### src/epi_pkg.sv
// package: register map, field positions and encodings of the pin interrupt unit
package epi_pkg;
  // register indices as printed; byte address is index times four
  localparam logic [7:0]  IDX_MASK_A     = 8'h12;
  localparam logic [7:0]  IDX_FLAGS      = 8'h3a;
  localparam logic [7:0]  IDX_ENABLES    = 8'h3b;
  localparam logic [7:0]  IDX_MASK_B     = 8'h40;
  localparam logic [7:0]  IDX_CORE_CTRL  = 8'h41;
  localparam logic [7:0]  IDX_STATUS     = 8'h42;
  localparam logic [9:0]  ADDR_MASK_A    = {IDX_MASK_A, 2'b00};
  localparam logic [9:0]  ADDR_FLAGS     = {IDX_FLAGS, 2'b00};
  localparam logic [9:0]  ADDR_ENABLES   = {IDX_ENABLES, 2'b00};
  localparam logic [9:0]  ADDR_MASK_B    = {IDX_MASK_B, 2'b00};
  localparam logic [9:0]  ADDR_CORE_CTRL = {IDX_CORE_CTRL, 2'b00};
  localparam logic [9:0]  ADDR_STATUS    = {IDX_STATUS, 2'b00};
  // bit positions in the enable and flag registers
  localparam int          BIT_DED        = 6;
  localparam int          BIT_GRP_B      = 5;
  localparam int          BIT_GRP_A      = 4;
  localparam logic [7:0]  ENFLAG_USED    = 8'h70;
  localparam logic [7:0]  MASK_B_USED    = 8'h0f;
  localparam logic [7:0]  CORE_CTRL_USED = 8'h03;
  localparam logic [7:0]  RESET_VALUE    = 8'h00;
  // sense encodings
  localparam logic [1:0]  SENSE_LOW      = 2'b00;
  localparam logic [1:0]  SENSE_ANY      = 2'b01;
  localparam logic [1:0]  SENSE_FALL     = 2'b10;
  localparam logic [1:0]  SENSE_RISE     = 2'b11;
  // vector numbers of the three sources
  localparam logic [4:0]  VEC_DED        = 5'h02;
  localparam logic [4:0]  VEC_GRP_A      = 5'h03;
  localparam logic [4:0]  VEC_GRP_B      = 5'h04;
  localparam logic [15:0] PADDR_DED      = 16'h0001;
  localparam logic [15:0] PADDR_GRP_A    = 16'h0002;
  localparam logic [15:0] PADDR_GRP_B    = 16'h0003;
  localparam logic [1:0]  RESP_OKAY      = 2'b00;
  localparam logic [1:0]  RESP_SLVERR    = 2'b10;
endpackage

### src/epi_change_det.sv
// change detector: sampled level and one combined change pulse for all pins under a mask
`timescale 1ns/1ps
module epi_change_det #(
  parameter int W = 8
) (
  input  wire logic         aclk,
  input  wire logic         aresetn,
  input  wire logic [W-1:0] pins,
  input  wire logic [W-1:0] mask,
  output logic              any_change
);
  typedef struct packed {
    logic [W-1:0] last;
  } epi_det_s;

  epi_det_s st;
  epi_det_s next_st;

  always_comb
  begin
    next_st.last = pins;
  end

  always_ff @(posedge aclk)
  begin
    if (!aresetn)
      st <= '0;
    else
      st <= next_st;
  end

  // gated change of any unmasked pin
  assign any_change = |((pins ^ st.last) & mask);
endmodule

### src/epi_top.sv
// external pin interrupt unit with an AXI4-Lite register slave
//
// Contract
// - pins driven as outputs by the device still trigger enabled requests
// - group a flag rises on change of any unmasked input 0 through 7
// - group b flag rises on change of any unmasked input 8 through 11
// - pin-change detection works without the io clock, giving wake
// - low-level sense keeps requesting while the input stays low
// - low level detected without io clock and raises wake
// - edges on the dedicated input only seen while io clock runs
// - wake from low level; request only if level lasts past start-up
// - sense field: 00 low, 01 any change, 10 falling, 11 rising
// - dedicated input sampled before edge detection; one-cycle pulses caught
// - dedicated request needs enable bit 6 and global flag; own vector
// - group b request needs enable bit 5 and global flag; own vector
// - group a request needs enable bit 4 and global flag; own vector
// - flag 6 set by edge/change; cleared on handler entry or write one
// - flag 6 held cleared while level sense is selected
// - flag 5 set on group b change; cleared on entry or write one
// - flag 4 set on group a change; cleared on entry or write one
// - group b mask bits 3..0 enable detection per pin
// - group a mask bits 7..0 enable detection per pin
// - unused bits of enable and flag registers read zero
// - vectors: dedicated 0x0001, group a 0x0002, group b 0x0003
// - sleep input clamp bypassed on pins whose request is enabled
//
// The AXI4-Lite interface to the registers was decided locally.
`timescale 1ns/1ps
module epi_top (
  input  wire logic        aclk,
  input  wire logic        aresetn,
  input  wire logic [9:0]  s_axi_awaddr,
  input  wire logic [2:0]  s_axi_awprot,
  input  wire logic        s_axi_awvalid,
  output logic             s_axi_awready,
  input  wire logic [31:0] s_axi_wdata,
  input  wire logic [3:0]  s_axi_wstrb,
  input  wire logic        s_axi_wvalid,
  output logic             s_axi_wready,
  output logic [1:0]       s_axi_bresp,
  output logic             s_axi_bvalid,
  input  wire logic        s_axi_bready,
  input  wire logic [9:0]  s_axi_araddr,
  input  wire logic [2:0]  s_axi_arprot,
  input  wire logic        s_axi_arvalid,
  output logic             s_axi_arready,
  output logic [31:0]      s_axi_rdata,
  output logic [1:0]       s_axi_rresp,
  output logic             s_axi_rvalid,
  input  wire logic        s_axi_rready,
  input  wire logic        dedicated_ext_irq,
  input  wire logic [11:0] change_inputs_all,
  input  wire logic        global_irq_enable,
  input  wire logic        io_clock_running,
  input  wire logic        sleep_clamp,
  input  wire logic        startup_done,
  input  wire logic        irq_ack,
  input  wire logic [4:0]  irq_ack_vector,
  output logic             dedicated_request,
  output logic             change_group_a_request,
  output logic             change_group_b_request,
  output logic [15:0]      irq_vector_addr,
  output logic             wake_request
);
  typedef struct packed {
    logic [7:0]  change_mask_a;
    logic [3:0]  change_mask_b;
    logic [2:0]  irq_enable_reg;
    logic [2:0]  irq_flag_reg;
    logic [1:0]  sense;
    logic        ded_last;
    logic        aw_held;
    logic [9:0]  aw_addr;
    logic        w_held;
    logic [31:0] w_data;
    logic [3:0]  w_strb;
    logic        bvalid;
    logic [1:0]  bresp;
    logic        rvalid;
    logic [31:0] rdata;
    logic [1:0]  rresp;
    logic        req_ded;
    logic        req_a;
    logic        req_b;
    logic [15:0] vec_addr;
  } epi_state_s;

  epi_state_s st;
  epi_state_s next_st;

  logic [7:0]  change_inputs_group_a;
  logic [3:0]  change_inputs_group_b;
  logic        ded_pin;
  logic        group_a_hit;
  logic        group_b_hit;
  logic        level_mode;
  logic        ded_edge;
  logic        ded_low_req;
  logic        wr_go;
  logic [7:0]  rd_byte;
  logic [7:0]  wbyte;

  // -------------------------------------------------------------------
  // pin conditioning
  // -------------------------------------------------------------------
  // inputs are read back from the pad whatever its direction, so a pin
  // driven by the device still counts
  // the sleep clamp forces pins to zero unless their request is enabled
  assign ded_pin = (sleep_clamp && !st.irq_enable_reg[2]) ? 1'b0
                 : dedicated_ext_irq;
  assign change_inputs_group_a = (sleep_clamp && !st.irq_enable_reg[0])
                               ? 8'h00 : change_inputs_all[7:0];
  assign change_inputs_group_b = (sleep_clamp && !st.irq_enable_reg[1])
                               ? 4'h0 : change_inputs_all[11:8];

  epi_change_det #(.W(8)) u_det_a (
    .aclk       (aclk),
    .aresetn    (aresetn),
    .pins       (change_inputs_group_a),
    .mask       (st.change_mask_a),
    .any_change (group_a_hit)
  );

  epi_change_det #(.W(4)) u_det_b (
    .aclk       (aclk),
    .aresetn    (aresetn),
    .pins       (change_inputs_group_b),
    .mask       (st.change_mask_b),
    .any_change (group_b_hit)
  );

  // -------------------------------------------------------------------
  // dedicated input sense
  // -------------------------------------------------------------------
  assign level_mode = (st.sense == epi_pkg::SENSE_LOW);
  always_comb
  begin
    ded_edge = 1'b0;
    // edges compare the sampled level; io clock must run
    unique case (st.sense)
      epi_pkg::SENSE_LOW:  ded_edge = 1'b0;
      epi_pkg::SENSE_ANY:  ded_edge = ded_pin ^ st.ded_last;
      epi_pkg::SENSE_FALL: ded_edge = st.ded_last & ~ded_pin;
      epi_pkg::SENSE_RISE: ded_edge = ~st.ded_last & ded_pin;
    endcase
    ded_edge = ded_edge & io_clock_running;
  end

  // low level must still be there once start-up has finished
  assign ded_low_req = level_mode && !ded_pin && startup_done;

  // wake is combinational so it needs no running clock
  assign wake_request = (st.irq_enable_reg[2] && level_mode && !ded_pin)
                      || group_a_hit || group_b_hit;

  // -------------------------------------------------------------------
  // bus slave
  // -------------------------------------------------------------------
  assign s_axi_awready = !st.aw_held && !st.bvalid;
  assign s_axi_wready  = !st.w_held && !st.bvalid;
  assign s_axi_arready = !st.rvalid;
  assign s_axi_bvalid  = st.bvalid;
  assign s_axi_bresp   = st.bresp;
  assign s_axi_rvalid  = st.rvalid;
  assign s_axi_rdata   = st.rdata;
  assign s_axi_rresp   = st.rresp;

  assign wr_go = st.aw_held && st.w_held && !st.bvalid;
  assign wbyte = st.w_strb[0] ? st.w_data[7:0] : 8'h00;

  always_comb
  begin
    rd_byte = 8'h00;
    // unused bits stay zero in every read
    case (s_axi_araddr)
      epi_pkg::ADDR_MASK_A:    rd_byte = st.change_mask_a;
      epi_pkg::ADDR_MASK_B:    rd_byte = {4'h0, st.change_mask_b};
      epi_pkg::ADDR_FLAGS:     rd_byte = {1'b0, st.irq_flag_reg, 4'h0};
      epi_pkg::ADDR_ENABLES:   rd_byte = {1'b0, st.irq_enable_reg, 4'h0};
      epi_pkg::ADDR_CORE_CTRL: rd_byte = {6'h00, st.sense};
      epi_pkg::ADDR_STATUS:    rd_byte = {5'h00, ded_pin, ded_edge,
                                          ded_low_req};
      default:                 rd_byte = 8'h00;
    endcase
  end

  // -------------------------------------------------------------------
  // next state
  // -------------------------------------------------------------------
  always_comb
  begin
    next_st = st;
    next_st.ded_last = ded_pin;
    if (s_axi_awvalid && s_axi_awready)
    begin
      next_st.aw_held = 1'b1;
      next_st.aw_addr = s_axi_awaddr;
    end
    if (s_axi_wvalid && s_axi_wready)
    begin
      next_st.w_held = 1'b1;
      next_st.w_data = s_axi_wdata;
      next_st.w_strb = s_axi_wstrb;
    end
    if (st.bvalid && s_axi_bready)
      next_st.bvalid = 1'b0;
    if (st.rvalid && s_axi_rready)
      next_st.rvalid = 1'b0;
    if (s_axi_arvalid && s_axi_arready)
    begin
      next_st.rvalid = 1'b1;
      next_st.rdata  = {24'h000000, rd_byte};
      next_st.rresp  = (rd_byte == 8'h00 &&
                        s_axi_araddr != epi_pkg::ADDR_MASK_A &&
                        s_axi_araddr != epi_pkg::ADDR_MASK_B &&
                        s_axi_araddr != epi_pkg::ADDR_FLAGS &&
                        s_axi_araddr != epi_pkg::ADDR_ENABLES &&
                        s_axi_araddr != epi_pkg::ADDR_CORE_CTRL &&
                        s_axi_araddr != epi_pkg::ADDR_STATUS)
                       ? epi_pkg::RESP_SLVERR : epi_pkg::RESP_OKAY;
    end
    // clears first, hardware sets below win
    if (irq_ack)
    begin
      if (irq_ack_vector == epi_pkg::VEC_DED)
        next_st.irq_flag_reg[2] = 1'b0;
      if (irq_ack_vector == epi_pkg::VEC_GRP_A)
        next_st.irq_flag_reg[0] = 1'b0;
      if (irq_ack_vector == epi_pkg::VEC_GRP_B)
        next_st.irq_flag_reg[1] = 1'b0;
    end
    if (wr_go)
    begin
      next_st.aw_held = 1'b0;
      next_st.w_held  = 1'b0;
      next_st.bvalid  = 1'b1;
      next_st.bresp   = epi_pkg::RESP_OKAY;
      unique case (st.aw_addr)
        epi_pkg::ADDR_MASK_A:
          if (st.w_strb[0])
            next_st.change_mask_a = wbyte;
        epi_pkg::ADDR_MASK_B:
          if (st.w_strb[0])
            next_st.change_mask_b = wbyte[3:0];
        epi_pkg::ADDR_ENABLES:
          if (st.w_strb[0])
            next_st.irq_enable_reg = wbyte[6:4];
        epi_pkg::ADDR_CORE_CTRL:
          if (st.w_strb[0])
            next_st.sense = wbyte[1:0];
        epi_pkg::ADDR_FLAGS:
          next_st.irq_flag_reg = st.irq_flag_reg & ~wbyte[6:4];
        epi_pkg::ADDR_STATUS:
          next_st.bresp = epi_pkg::RESP_OKAY;
        default:
          next_st.bresp = epi_pkg::RESP_SLVERR;
      endcase
    end
    if (ded_edge)
      next_st.irq_flag_reg[2] = 1'b1;
    if (group_b_hit)
      next_st.irq_flag_reg[1] = 1'b1;
    if (group_a_hit)
      next_st.irq_flag_reg[0] = 1'b1;
    if (level_mode)
      next_st.irq_flag_reg[2] = 1'b0;
    // requests need the enable bit and the global flag
    next_st.req_ded = global_irq_enable && next_st.irq_enable_reg[2] &&
                      (level_mode ? ded_low_req
                                  : next_st.irq_flag_reg[2]);
    next_st.req_b = global_irq_enable && next_st.irq_enable_reg[1] &&
                    next_st.irq_flag_reg[1];
    next_st.req_a = global_irq_enable && next_st.irq_enable_reg[0] &&
                    next_st.irq_flag_reg[0];
    // fixed priority: dedicated, then group a, then group b
    if (next_st.req_ded)
      next_st.vec_addr = epi_pkg::PADDR_DED;
    else if (next_st.req_a)
      next_st.vec_addr = epi_pkg::PADDR_GRP_A;
    else if (next_st.req_b)
      next_st.vec_addr = epi_pkg::PADDR_GRP_B;
    else
      next_st.vec_addr = 16'h0000;
  end

  always_ff @(posedge aclk)
  begin
    if (!aresetn)
      st <= '0;
    else
      st <= next_st;
  end

  // -------------------------------------------------------------------
  // outputs
  // -------------------------------------------------------------------
  assign dedicated_request      = st.req_ded;
  assign change_group_a_request = st.req_a;
  assign change_group_b_request = st.req_b;
  assign irq_vector_addr        = st.vec_addr;
endmodule

### config.mk
export PLATFORM = sky130hd
export DESIGN_NAME = epi_top
export DESIGN_NICKNAME = d
export VERILOG_FILES = /design/src/epi_pkg.sv /design/src/epi_change_det.sv /design/src/epi_top.sv
export SDC_FILE = /design/constraint.sdc
export NUM_CORES = 1
export LEC_CHECK = 0
export BUFFER_PORTS_ARGS = -buffer_cell sky130_fd_sc_hd__buf_2
export CORE_ASPECT_RATIO = 0.7
export CORE_MARGIN = 2
export CORE_UTILIZATION = 52
export CTS_CLUSTER_SIZE = 20
export DETAILED_ROUTE_END_ITERATION = 7
export PLACE_DENSITY = 0.85
export RECOVER_POWER = 50
export SETUP_SLACK_MARGIN = 0.05
export SLEW_MARGIN = 20
export SYNTH_ARGS = -nofsm -noshare
export SYNTH_HDL_FRONTEND = slang
export SYNTH_SLANG_ARGS = --single-unit
### constraint.sdc
create_clock -name aclk -period 5 [get_ports aclk]
set_input_delay 0.75 -clock aclk [delete_from_list [all_inputs] [get_ports aclk]]
set_output_delay 0.75 -clock aclk [all_outputs]
set_load 0.02 [all_outputs]
# Yosys cells after proc, flatten, opt, wreduce, memory -nomap -nowiden
# Index checks and enable logic that the tools add are counted.
word_totals:
  word_cells: 142
  reg_bits: 87
  out_inout_bits: 61
  inputBits: 92
op_classes:
  bitwise: 13
  n_eq_ne: 24
  reduce_logical: 51
  muxes: 30
ops:
  columns: ["op", "count"]
  rows:
  - ["10-bit by 9-bit == test with 1-bit output (second input constant)", 6]
  - ["8-bit one-hot mux with 6 select lines", 1]
  - ["10-bit by 8-bit == test with 1-bit output (second input constant)", 4]
  - ["35-bit 2-to-1 mux", 1]
  - ["10-bit by 9-bit inequality test with 1-bit output (second input constant)", 3]
  - ["1-bit logical AND", 28]
  - ["8-bit 2-to-1 mux", 3]
  - ["10-bit by 7-bit == test with 1-bit output (second input constant)", 2]
  - ["10-bit by 8-bit inequality test with 1-bit output (second input constant)", 2]
  - ["3-bit 2-to-1 mux", 5]
  - ["1-bit 2-to-1 mux", 12]
  - ["2-bit 2-to-1 mux", 6]
  - ["5-bit by 2-bit == test with 1-bit output (second input constant)", 2]
  - ["10-bit by 7-bit inequality test with 1-bit output (second input constant)", 1]
  - ["3-bit AND reduction", 3]
  - ["8-bit AND", 1]
  - ["1-bit zero test", 8]
  - ["8-bit zero test", 1]
  - ["8-bit OR reduction", 1]
  - ["8-bit bitwise XOR", 1]
  - ["6-bit OR reduction", 1]
  - ["5-bit by 3-bit == test with 1-bit output (second input constant)", 1]
  - ["4-bit AND", 1]
  - ["2-bit == test (second input constant)", 2]
  - ["other kinds (15)", 22]

# Logic depth before layout (Yosys ltp)
# Gate-level depths: netlist of run 1.
depth:
  word_depth: 17
  mapped_depth: 10
  mapped_depth_nobuf: 10

# Cells and area by module
# A second synthesis of run 1 with hierarchy kept.
hier_totals:
  cells_unflattened: 404
  hier_area_um2: 3757.4
modules_own_cells:
  columns: ["mod", "instances", "area_each_um2", "cells_per_inst", "seq_area_each_um2"]
  rows:
  - ["epi_top", 1, 3281.9, 360, 1181.1]
  - ["epi_change_det (u_det_a)", 1, 316.6, 29, 160.2]
  - ["epi_change_det (u_det_b)", 1, 158.9, 15, 80.1]

# Worst setup path after synthesis of run 1
# OpenSTA, ideal clock, no wires.
synth_timing:
  path_type: "input port to output port"
  start: "input port sleep_clamp"
  end: "output port wake_request"
  arrival_time_ns: 1.920
  n_path_buf: 1
  cell_stages: 7
  t_required_ns: 4.250
  slack_ns: 2.330
  path_cell_list: "nand2b_1 clkbuf_1 a21oi_1 a31oi_1 o2111ai_1 nor3_1 o31ai_1"
synth_between:
  elab_chain_cells: 7
  elab_cells_between_ends: 16
  cone_classes: "mux (3); bitwise (4); reduce/logical (9)"
synth_lines:
  columns: ["item", "line_no", "text"]
  rows:
  - ["from (decl)", "epi_top.sv:55", "input wire logic sleep_clamp,"]
  - ["1-bit logical AND", "epi_top.sv:111", "assign change_inputs_group_a = (sleep_clamp && !st.irq_enable_reg[0])"]
  - ["8-bit 2-to-1 mux", "epi_top.sv:112", "? 8'h00 : change_inputs_all[7:0];"]
  - ["8-bit bitwise XOR", "epi_change_det.sv:33", "assign any_change = |((pins ^ st.last) & mask);"]
  - ["8-bit AND", "epi_change_det.sv:33", null]
  - ["8-bit OR reduction", "epi_change_det.sv:33", null]
  - ["1-bit logical OR", "epi_top.sv:154", "|| group_a_hit || group_b_hit;"]
  - ["1-bit logical OR *", "epi_top.sv:154", null]
  - ["to (decl)", "epi_top.sv:63", "output logic wake_request"]
# Every way passes the cells marked *; elsewhere a longest branch is shown, timed or not.

# Worst setup path in the final report of run 1
# Ends and elaborated chain as after synthesis.

==> results of run 1 <==
## state kept, by name, indices dropped and copies added (netlist names)
| signal | cells |
|---|---|
| change_group_a_request | 1 |
| change_group_b_request | 1 |
| dedicated_request | 1 |
| irq_vector_addr | 2 |
| s_axi_bresp | 1 |
| s_axi_bvalid | 1 |
| s_axi_rdata | 8 |
| s_axi_rresp | 1 |
| s_axi_rvalid | 1 |
| st | 42 |
| u_det_a.st | 8 |
| u_det_b.st | 4 |
## area by class of cell
class                      instances  share of cell area
multi-input combinational        309              0.4782
inverter                          15             0.01355
timing repair buffer              79             0.09033
tap                               94             0.02830
clock buffer                       9             0.02981
clock inverter                     7             0.01777
sequential                        71              0.3421
## logic make-up (layout without fill, tap and decap cells)
group / count (synthesis) / count (layout)
multiplexers: 33 / 33
adder cells (fa/ha/maj): 2 / 2
buffers and inverters: 84 / 110
AND/OR/NAND/NOR: 159 / 159
XOR/XNOR: 2 / 2
flip-flops: 71 / 71
other: 1 / 40
AO/OA/AOI/OAI: 73 / 73
## power by group through the flow
stage | clock network (uW) | logic [uW] | registers, uW
after floorplan | 0 | 137 | 613
after global placement | 0 | 150 | 617
after detailed placement | 0 | 154 | 618
after CTS | 460 | 155 | 604
after global routing | 489 | 171 | 608
final | 450 | 156 | 605
## placed cells by master (no fill, tap or decap), types with 6 or more instances in the layout
cell	count
nor3b_1	11
inv_1	15
nor2_1	11
o21ai_0	11
mux2i_1	29
a21oi_1	10
buf_2	63
dfxtp_1	71
nor2b_1	38
clkbuf_1	16
a31oi_1	6
nand2_1	37
clkbuf_8	9
and3_1	14
and2_1	10
a21boi_0	18
conb_1	40
## per-stage QoR
| step | total power [uW] | hold slack [ns] | worst slack, ns | std cells |
|---|---|---|---|---|
| 6_report | 1211 | 0.4755 | 1.705 | 584 |
| 4_1_cts | 1220 | 0.4766 | 1.742 | 584 |
| 2_1_floorplan | 750.1 | 0.4413 | 2.330 | 464 |
| 3_5_place_dp | 772.1 | 0.4642 | 1.734 | 568 |
| 5_1_grt | 1268 | 0.5202 | 1.557 | 584 |
| 3_3_place_gp | 766.3 | 0.4592 | 1.796 | 568 |
## layer usage
layer,vias to the layer above,global-route usage
met5,-,0
met4,0,0.06725
met3,13,0.04848
met2,115,0.3333
met1,1430,0.2754
li1,1515,-
## critical path, cell delays in order
cell and delay [ns]:
buf_2 0.15, nand2b_1 0.47, nand2_1 0.15, xor2_1 0.22, o2111ai_1 0.24, nor3_1 0.27
o31ai_1 0.12, buf_2 0.17
## final timing paths
kind,from,endpoint,slack (ns),cells past startpoint
worst max register to register,st[113],irq_vector_addr[1],2.54,8
worst min register to register,s_axi_rdata[7],s_axi_rdata[7],0.48,2
worst max-delay path,sleep_clamp,wake_request,1.70,8
worst min-delay path,s_axi_rdata[7],s_axi_rdata[7],0.48,2
==> qor.log, run 1 <==
[pwr] Clock power frac 0.372
[pwr] sequential share of power 0.500
[critical_path] Worst Path Arrival 2.55 ns
[synth] share of Yosys cell area claimed by the top area cell type 0.3767
[critical_path] Critical Path RT 4.25 ns
[die] placement row count 25
[die] starting density of the core 0.5484
[pwr] switching component of the power 337.2 uW
[finish] synth-to-layout area growth 10.11%
[clocking] post-cts sizing count 0
[placement] gp weighted congestion 0.8562
[die] overall die height 75.28 um
[synth] number of distinct library cell variants in the gate-level netlist after synthesis 59
[finish] number of inserted diodes 0
[synth] simple-gate area share of the yosys netlist 0.2493
[timing] final period utilization 0.6590
[global_route] combined global-route utilization of all metal layers 0.2055
[synth] Synth area leader dfxtp_1
[pwr] Power Dens Cells 291.3 nW/um2
[global_route] vias in the first global route 2744
[finish] sequential cell area 1421 um2
[synth] Synth Instances 425
[global_route] initial antenna violation count 0
[drt] Avg Vias per Cell 5.262
[clocking] clock latency on the worst-skew pair 0.34 ns
[synth] FF+latch count, synth 71
[drt] total via count in the routed design 3073
[pwr] switching share of power 0.2785
[synth] Most used DFF post-synth dfxtp_1
[drt] met1 WL 3873 um
[placement] Detailed Place HPWL 6296 um
[drt] drt drc 0
[critical_path] Max Fanout on Critical Path 22
[finish] final instance area 4155 um2
[timing] final period demand of the worst path 3.295 ns
[run_status] outcome finished, violations left
[critical_path] endpoint kind of the worst setup timing path output port
[clocking] Clk pin slew, worst setup/hold paths 0.08 ns
[global_route] maximum number of pins on one net before global-route repair 68
[drt] Detail Route met3 WL 624 um
[synth] count of flip-flops with a built-in enable after synthesis 0
[synth] part of the Yosys area used for sequential elements 0.3767
[drt] wire length on met2 3671 um
[timing] max_slew headroom -0.4893
[synth] fraction of the mapped netlist area in compound gates 0.1373
[clocking] number of CTS-inserted buffers 9
[pwr] total internal power 873.4 uW
[clocking] post-CTS setup buffer count 0
[pwr] Logic pwr share 0.129
[clocking] maximum clock insertion buffer count 2
[synth] combinational family with the most area after synthesis simple AND/OR/NAND/NOR gates
[synth] multiplexer share of the synthesized area 0.08886
[finish] final standard cell utilization of the core 0.6038
[clocking] total clock sinks 71
[die] core area 6882 um2
[die] Total Die Area 7966 um2
[synth] xor and xnor area share after synthesis 0.004642
[drt] Initial DRT Pass Iterations 4
[synth] most frequent cell after synthesis dfxtp_1
[synth] share of flip-flops with an asynchronous set or reset 0
[global_route] wire length of the first global-routing pass 12830 um
[timing] Clock Skews 0.007055 ns
[clocking] deepest level of the CTS H-tree 3
[drt] number of DRC markers in iteration 0 204
[min_path] kind of path behind the tightest hold check reg -> reg
[synth] summed instance area of the synthesized netlist 3774 um2
[finish] fraction of final layout cells with drive strength greater than 1 0.1857
[synth] synth cell count leaders dfxtp_1 (71), buf_4 (52), nor2b_1 (38)
[finish] number of fill cells 621
[critical_path] startpoint kind of the worst setup timing path input port
[drt] top routing layer in use met4
[flow_run] Max Cap Viol 1
[run_status] violated checks capacitance limit, slew limit
[clocking] number of hold buffers added after cts 0
[timing] Fin. Hold Viols 0
[synth] syn avg cell area 8.879 um2
[drt] WL final 8272 um
[critical_path] startpoint-to-endpoint class of the critical path in -> out
[pwr] maximum vdd ir drop 0.1438 mV
[drt] post-route ant nets 0
[timing] slew of the pin with the lowest slew margin 2.234 ns
[die] die width 105.8 um
[timing] Sum Neg Setup Slack 0 ns
[synth] count of warnings emitted by yosys 0
[timing] Final Slew Violations 68
[finish] NumNets Final 579
[drt] average wire length per cell after detail routing 14.16 um
[die] number of I/O pins 153
[synth] Area contributors post-synth dfxtp_1 (38%), buf_4 (10%), mux2i_1 (7.7%)
[timing] total setup violations reported at the end of the flow 0
[timing] Highest Clock Rate 303.5 MHz
[global_route] global route overflow 0
[finish] Multi-input gate area 1987 um2
[pwr] Leakage 0.001868 uW
[placement] Placed Instance Area 3978 um2
[clocking] root buffer selected by CTS clkbuf_8
[placement] Port Buffer Count 79
[clocking] CTS tree yes
[timing] setup repair after global routing missed its margin no
[synth] fraction of the mapped netlist area in adder cells 0.006631
Power figures use the tool's default switching activity.
==> inputs of run 2 (changes only) <==
- CORE_UTILIZATION: 52 -> 49
- PLACE_DENSITY: 0.85 -> 0.81
- clock period: 5 -> 3.25 ns (I/O delays scaled with it)
==> run 2 against run 1 <==
  * The flow still finishes with violations (capacitance limit, slew limit)
  * Final cell count up 0.68%
  * Non-clock buffer count up 2
  * Power up 44%
  * Via count down 0.98%
  * First-iteration DRC count down 37%
  * Count of clock-buffer cells in the layout unchanged
  * Worst hold slack worse by 0.11 ns
  * Critical path type is now reg -> out
  * Critical endpoint unchanged
  * Largest cell class unchanged
==> qor.log, run 2 (synthesis results as in run 1) <==
[run_status] outcome finished, violations left
[run_status] violated checks capacitance limit, slew limit
[drt] post-route ant nets 0
[clocking] post-CTS setup buffer count 0
[pwr] total internal power 1253 uW
[pwr] Leakage 0.001859 uW
[finish] fraction of final layout cells with drive strength greater than 1 0.1816
[pwr] switching component of the power 494.1 uW
[clocking] Clk pin slew, worst setup/hold paths 0.07 ns
[pwr] Clock power frac 0.329
[critical_path] count of cells along the worst register-to-register path 7
[critical_path] Max Fanout on Critical Path 8
[finish] max reg flops 42
[placement] Port Buffer Count 79
[clocking] total clock sinks 71
[placement] gp weighted congestion 0.8881
[die] core area 7385 um2
[critical_path] FF-to-FF setup slack 0.92 ns
[pwr] switching share of power 0.2828
[global_route] vias in the first global route 2890
[drt] number of DRC markers in iteration 0 129
[global_route] initial antenna violation count 0
[timing] slew of the pin with the lowest slew margin 2.132 ns
[critical_path] launch instance of the worst register-to-register path s_axi_bvalid
[drt] Initial DRT Pass Iterations 4
[critical_path] Critical Path, Cell by Cell nand2b_1 -> a21boi_0 -> o21ai_0 -> nand4_1 -> nor3_1 -> o31ai_1 -> buf_2
[drt] Avg Vias per Cell 5.175
[drt] total via count in the routed design 3043
[global_route] global route overflow 0
[drt] drt drc 0
[min_path] WHS Path Cells 2
[pwr] maximum vdd ir drop 0.1987 mV
[die] die width 108.9 um
[finish] NumNets Final 581
[drt] average wire length per cell after detail routing 14.40 um
[global_route] maximum number of pins on one net before global-route repair 67
[finish] final standard cell utilization of the core 0.5586
[finish] register with the most flip-flops st
[critical_path] Critical Path RT 2.76 ns
[finish] most used cells in the layout excluding fill and tap cells dfxtp_1 (71), buf_2 (61), conb_1 (40)
[finish] synth-to-layout area growth 9.317%
[critical_path] Worst Path Arrival 2.20 ns
[min_path] beginning of the worst hold path global_irq_enable
[timing] Sum Neg Setup Slack 0 ns
[clocking] clock latency on the worst-skew pair 0.34 ns
[min_path] kind of path behind the tightest hold check in -> reg
[critical_path] capturing point of the worst reg2reg path irq_vector_addr[0]
[placement] Detailed Place HPWL 6391 um
[critical_path] startpoint kind of the worst setup timing path flip-flop
[timing] max_slew headroom -0.4216
[timing] total setup violations reported at the end of the flow 0
[die] starting density of the core 0.5110
[clocking] CTS tree yes
[timing] Fin. Hold Viols 0
[die] number of I/O pins 153
[timing] setup repair after global routing missed its margin no
[finish] number of fill cells 701
[timing] fin worst setup slack 0.5603 ns
[critical_path] endpoint kind of the worst setup timing path output port
[placement] Worst Setup Slack post-DPL 0.5017 ns
[timing] Highest Clock Rate 371.8 MHz
[die] placement row count 26
[global_route] combined global-route utilization of all metal layers 0.2057
[pwr] Logic pwr share 0.137
[global_route] wire length of the first global-routing pass 13500 um
[flow_run] Max Cap Viol 1
[min_path] hold-critical path endpoint irq_vector_addr[1]
[drt] WL final 8469 um
[clocking] number of CTS-inserted buffers 9
[timing] final period demand of the worst path 2.690 ns
[timing] Final Slew Violations 67
[finish] number of inserted diodes 0
[pwr] sequential share of power 0.534
[timing] final period utilization 0.8276
[die] overall die height 77.42 um
[clocking] maximum clock insertion buffer count 2
[critical_path] critical path's slowest cell dfxtp_1
[pwr] Power Dens Cells 423.6 nW/um2
[clocking] root buffer selected by CTS clkbuf_8
[critical_path] startpoint-to-endpoint class of the critical path reg -> out
[clocking] deepest level of the CTS H-tree 3
[die] Total Die Area 8430 um2
[timing] Clock Skews 0.006106 ns
[finish] most frequent standard cell in the layout excluding fill and tap cells dfxtp_1
[critical_path] CP peak stage delay 0.43 ns
-- run 2: changes by cell type in the layout (fill, tap and decap cells not counted), moves of 2 or more --
| cell | previous run | this run |
|---|---|---|
| clkinv_2 | 1 | 4 |
| clkbuf_1 | 16 | 19 |
| clkinvlp_4 | 4 | 1 |
| buf_2 | 63 | 61 |
-- run 2: repair_timing --
action | 4_1_cts | 5_1_grt
hold buffers | 0 | 0
setup endpoints to repair | 0 | 1
resized for setup | 0 | 1
-- run 2: worst max path at each step --
stage / from / to / slack (ns) / cells past startpoint
final: st[112] / wake_request / 0.56 / 7
after floorplan: s_axi_araddr[4] / s_axi_rdata[2] / 1.02 / 5
after global placement: sleep_clamp / wake_request / 0.57 / 8
after global routing: st[112] / wake_request / 0.32 / 7
after detailed placement: sleep_clamp / wake_request / 0.50 / 8
after CTS: st[111] / wake_request / 0.33 / 7
-- run 2: power by group through the flow --
stage	combinational, uW	clock [uW]	sequential [uW]
6_report	240	575	933
4_1_cts	240	593	932
3_5_place_dp	239	0	952
2_1_floorplan	211	0	943
5_1_grt	264	628	937
3_3_place_gp	233	0	949
-- run 2: metal layers --
layer | vias up | routed length [um] | global-route usage
met5 | - | 0 | 0
met4 | 0 | 50 | 0.06538
met3 | 6 | 738 | 0.05714
met2 | 98 | 3988 | 0.3267
met1 | 1423 | 3691 | 0.2698
li1 | 1516 | - | -
-- run 2: through the flow --
| stage | hold slack (ns) | std cells | cell area [um2] | total power (uW) |
|---|---|---|---|---|
| global route | 0.3428 | 588 | 4125 | 1829 |
| global placement | 0.4550 | 574 | 3998 | 1182 |
| CTS | 0.3422 | 588 | 4149 | 1766 |
| finish | 0.3634 | 588 | 4125 | 1748 |
| floorplan | 0.4413 | 464 | 3920 | 1154 |
| detailed placement | 0.4677 | 574 | 3998 | 1191 |
-- run 2: worst max-delay path, delay by kind of cell (launching register included) --
family / cells / cell delay, ns
buffers and inverters: 1 / 0.18
AO/OA/AOI/OAI: 3 / 0.48
AND/OR/NAND/NOR: 3 / 0.77
flip-flops: 1 / 0.43
-- run 2: final cells by class --
cell class,instances,area (um2),area share
inverters,15,56.30,0.01365
multi-input cells,309,1989,0.4823
flip-flops and latches,71,1421,0.3446
clock inverters,5,27.53,0.006673
repair buffers,81,384.1,0.09311
clock buffers,9,123.9,0.03003
well taps,98,122.6,0.02972
==> inputs of run 3 (changes only) <==
- clock period: 3.25 -> 2.55 ns (I/O delays scaled with it)
==> run 3 against run 2 <==
  * The flow now finishes without violations
  * Clock power rose by 43%
  * Worst hold slack got worse by 0.096 ns
  * Sequential power rose by 28%
  * Routed wire length fell by 1.6%
  * Global-route usage fell by 0.66 points
  * Die area did not move
  * Core utilization rose by 1.3 points
  * First-iteration DRC count rose by 64%
  * Setup slack got worse by 0.40 ns
  * Count of clock-buffer cells in the layout rose by 6
  * Cell area rose by 2.3%
  * Largest cell class unchanged
==> qor.log, run 3 (synthesis results as in run 1) <==
[timing] Fin. Hold Viols 0
[drt] post-route ant nets 0
[critical_path] cell depth of the worst setup path 8
[timing] total setup violations reported at the end of the flow 0
[finish] number of inserted diodes 0
[clocking] CTS tree yes
[finish] final standard cell utilization of the core 0.5713
[die] overall die height 77.42 um
[placement] Placed Instance Area 4043 um2
[critical_path] critical path endpoint wake_request
[timing] Clock Skews 0.008124 ns
[global_route] met3 Usage GRT 0.07395
[clocking] root buffer selected by CTS clkbuf_8
[clocking] maximum clock insertion buffer count 2
[drt] average wire length per cell after detail routing 13.98 um
[critical_path] Critical Path RT 2.17 ns
[die] number of I/O pins 153
[critical_path] Worst Path Arrival 2.00 ns
[die] die width 108.9 um
[global_route] layer with the highest usage after global routing met2
[drt] total via count in the routed design 3073
[finish] fraction of final layout cells with drive strength greater than 1 0.1948
[critical_path] launch point of the critical path st[111]
[global_route] initial antenna violation count 0
[clocking] clock latency on the worst-skew pair 0.35 ns
[drt] Initial DRT Pass Iterations 4
[timing] final period utilization 0.9356
[critical_path] Bufs and invs on worst path 2
[pwr] Leakage 0.001908 uW
[critical_path] count of cells along the worst register-to-register path 7
[timing] Final Slew Violations 0
[global_route] combined global-route utilization of all metal layers 0.1992
[drt] WL final 8332 um
[global_route] maximum number of pins on one net before global-route repair 67
[placement] gp weighted congestion 0.8720
[min_path] kind of path behind the tightest hold check in -> reg
[finish] max reg flops 42
[critical_path] critical path's slowest cell dfxtp_1
[timing] slew of the pin with the lowest slew margin 1.023 ns
[run_status] outcome finished clean
[clocking] total clock sinks 71
[critical_path] FF-to-FF setup slack 0.33 ns
[global_route] vias in the first global route 2782
[pwr] Power Dens Cells 550.4 nW/um2
[timing] max_slew headroom 0.3178
[clocking] Clk pin slew, worst setup/hold paths 0.07 ns
[critical_path] endpoint kind of the worst setup timing path output port
[critical_path] Critical Path, Cell by Cell nand2b_1 -> buf_4 -> nand2_1 -> xor2_1 -> o2111ai_2 -> nor3_2 -> o31ai_1 -> buf_2
[finish] synth-to-layout area growth 11.80%
[die] Total Die Area 8430 um2
[timing] Highest Clock Rate 419.1 MHz
[critical_path] Max Fanout on Critical Path 10
[drt] drt drc 0
[placement] Worst Setup Slack post-DPL 0.2504 ns
[die] placement row count 26
[clocking] deepest level of the CTS H-tree 3
[finish] most used cells in the layout excluding fill and tap cells dfxtp_1 (70), buf_2 (60), conb_1 (40)
[critical_path] critical path's top delay family simple AND/OR/NAND/NOR gates
[die] core area 7385 um2
[finish] register with the most flip-flops st
[die] starting density of the core 0.5110
[timing] Sum Neg Setup Slack 0 ns
[global_route] met2 Use GR 0.2969
[critical_path] startpoint-to-endpoint class of the critical path reg -> out
[clocking] number of CTS-inserted buffers 9
[placement] Detailed Place HPWL 6351 um
[timing] setup repair after global routing missed its margin no
[timing] fin worst setup slack 0.1642 ns
[drt] number of DRC markers in iteration 0 211
[pwr] maximum vdd ir drop 0.2763 mV
[critical_path] CP peak stage delay 0.32 ns
[global_route] global route overflow 0
[timing] final period demand of the worst path 2.386 ns
[critical_path] launch instance of the worst register-to-register path st[96]
[finish] final instance area 4219 um2
[flow_run] Max Cap Viol 0
[drt] Avg Vias per Cell 5.156
[critical_path] startpoint kind of the worst setup timing path flip-flop
[finish] NumNets Final 588
[global_route] global routing met1 resource utilization 0.2753
[finish] most frequent standard cell in the layout excluding fill and tap cells dfxtp_1
[global_route] wire length of the first global-routing pass 13100 um
[placement] Port Buffer Count 79
[critical_path] capturing point of the worst reg2reg path irq_vector_addr[1]
-- run 3: power by group --
| part | internal, uW | switching (uW) |
|---|---|---|
| Combinational | 116 | 194 |
| Sequential | 1150 | 37.2 |
| Clock | 430 | 396 |
-- run 3: per-layer routing --
metal	share of wire	vias to the layer above
li1	-	1526
met1	0.47	1433
met3	0.076	13
met5	0	-
met4	0.013	0
met2	0.44	101
-- run 3: what timing repair did --
action / 4_1_cts / 5_1_grt
hold buffers: 0 / 0
setup endpoints to repair: 0 / 1
resized for setup: 0 / 6
buffers inserted: 0 / 1
-- run 3: worst min path at each step --
| stage | from | end | slack (ns) | depth (start not counted) |
|---|---|---|---|---|
| global route | global_irq_enable | irq_vector_addr[1] | 0.26 | 2 |
| floorplan | s_axi_rdata[7] | s_axi_rdata[7] | 0.44 | 2 |
| detailed placement | s_axi_rdata[0] | s_axi_rdata[0] | 0.46 | 2 |
| CTS | change_inputs_all[5] | u_det_a.st[5] | 0.26 | 2 |
| finish | change_inputs_all[5] | u_det_a.st[5] | 0.27 | 2 |
| global placement | st[68] | st[68] | 0.46 | 2 |
-- run 3: per-stage QoR --
step | instances | hold slack (ns) | power (uW)
final | 596 | 0.2676 | 2322
after global routing | 596 | 0.2557 | 2423
after CTS | 595 | 0.2609 | 2333
after detailed placement | 580 | 0.4645 | 1521
after global placement | 580 | 0.4553 | 1512
after floorplan | 464 | 0.4413 | 1471
-- run 3: cell type report --
class | instances | area [um2]
Multi-Input combinational cell | 309 | 2008
Inverter | 15 | 56.30
Clock buffer | 15 | 176.4
Sequential cell | 71 | 1423
Fill cell | 656 | 3166
Tap cell | 98 | 122.6
Timing Repair Buffer | 88 | 432.9
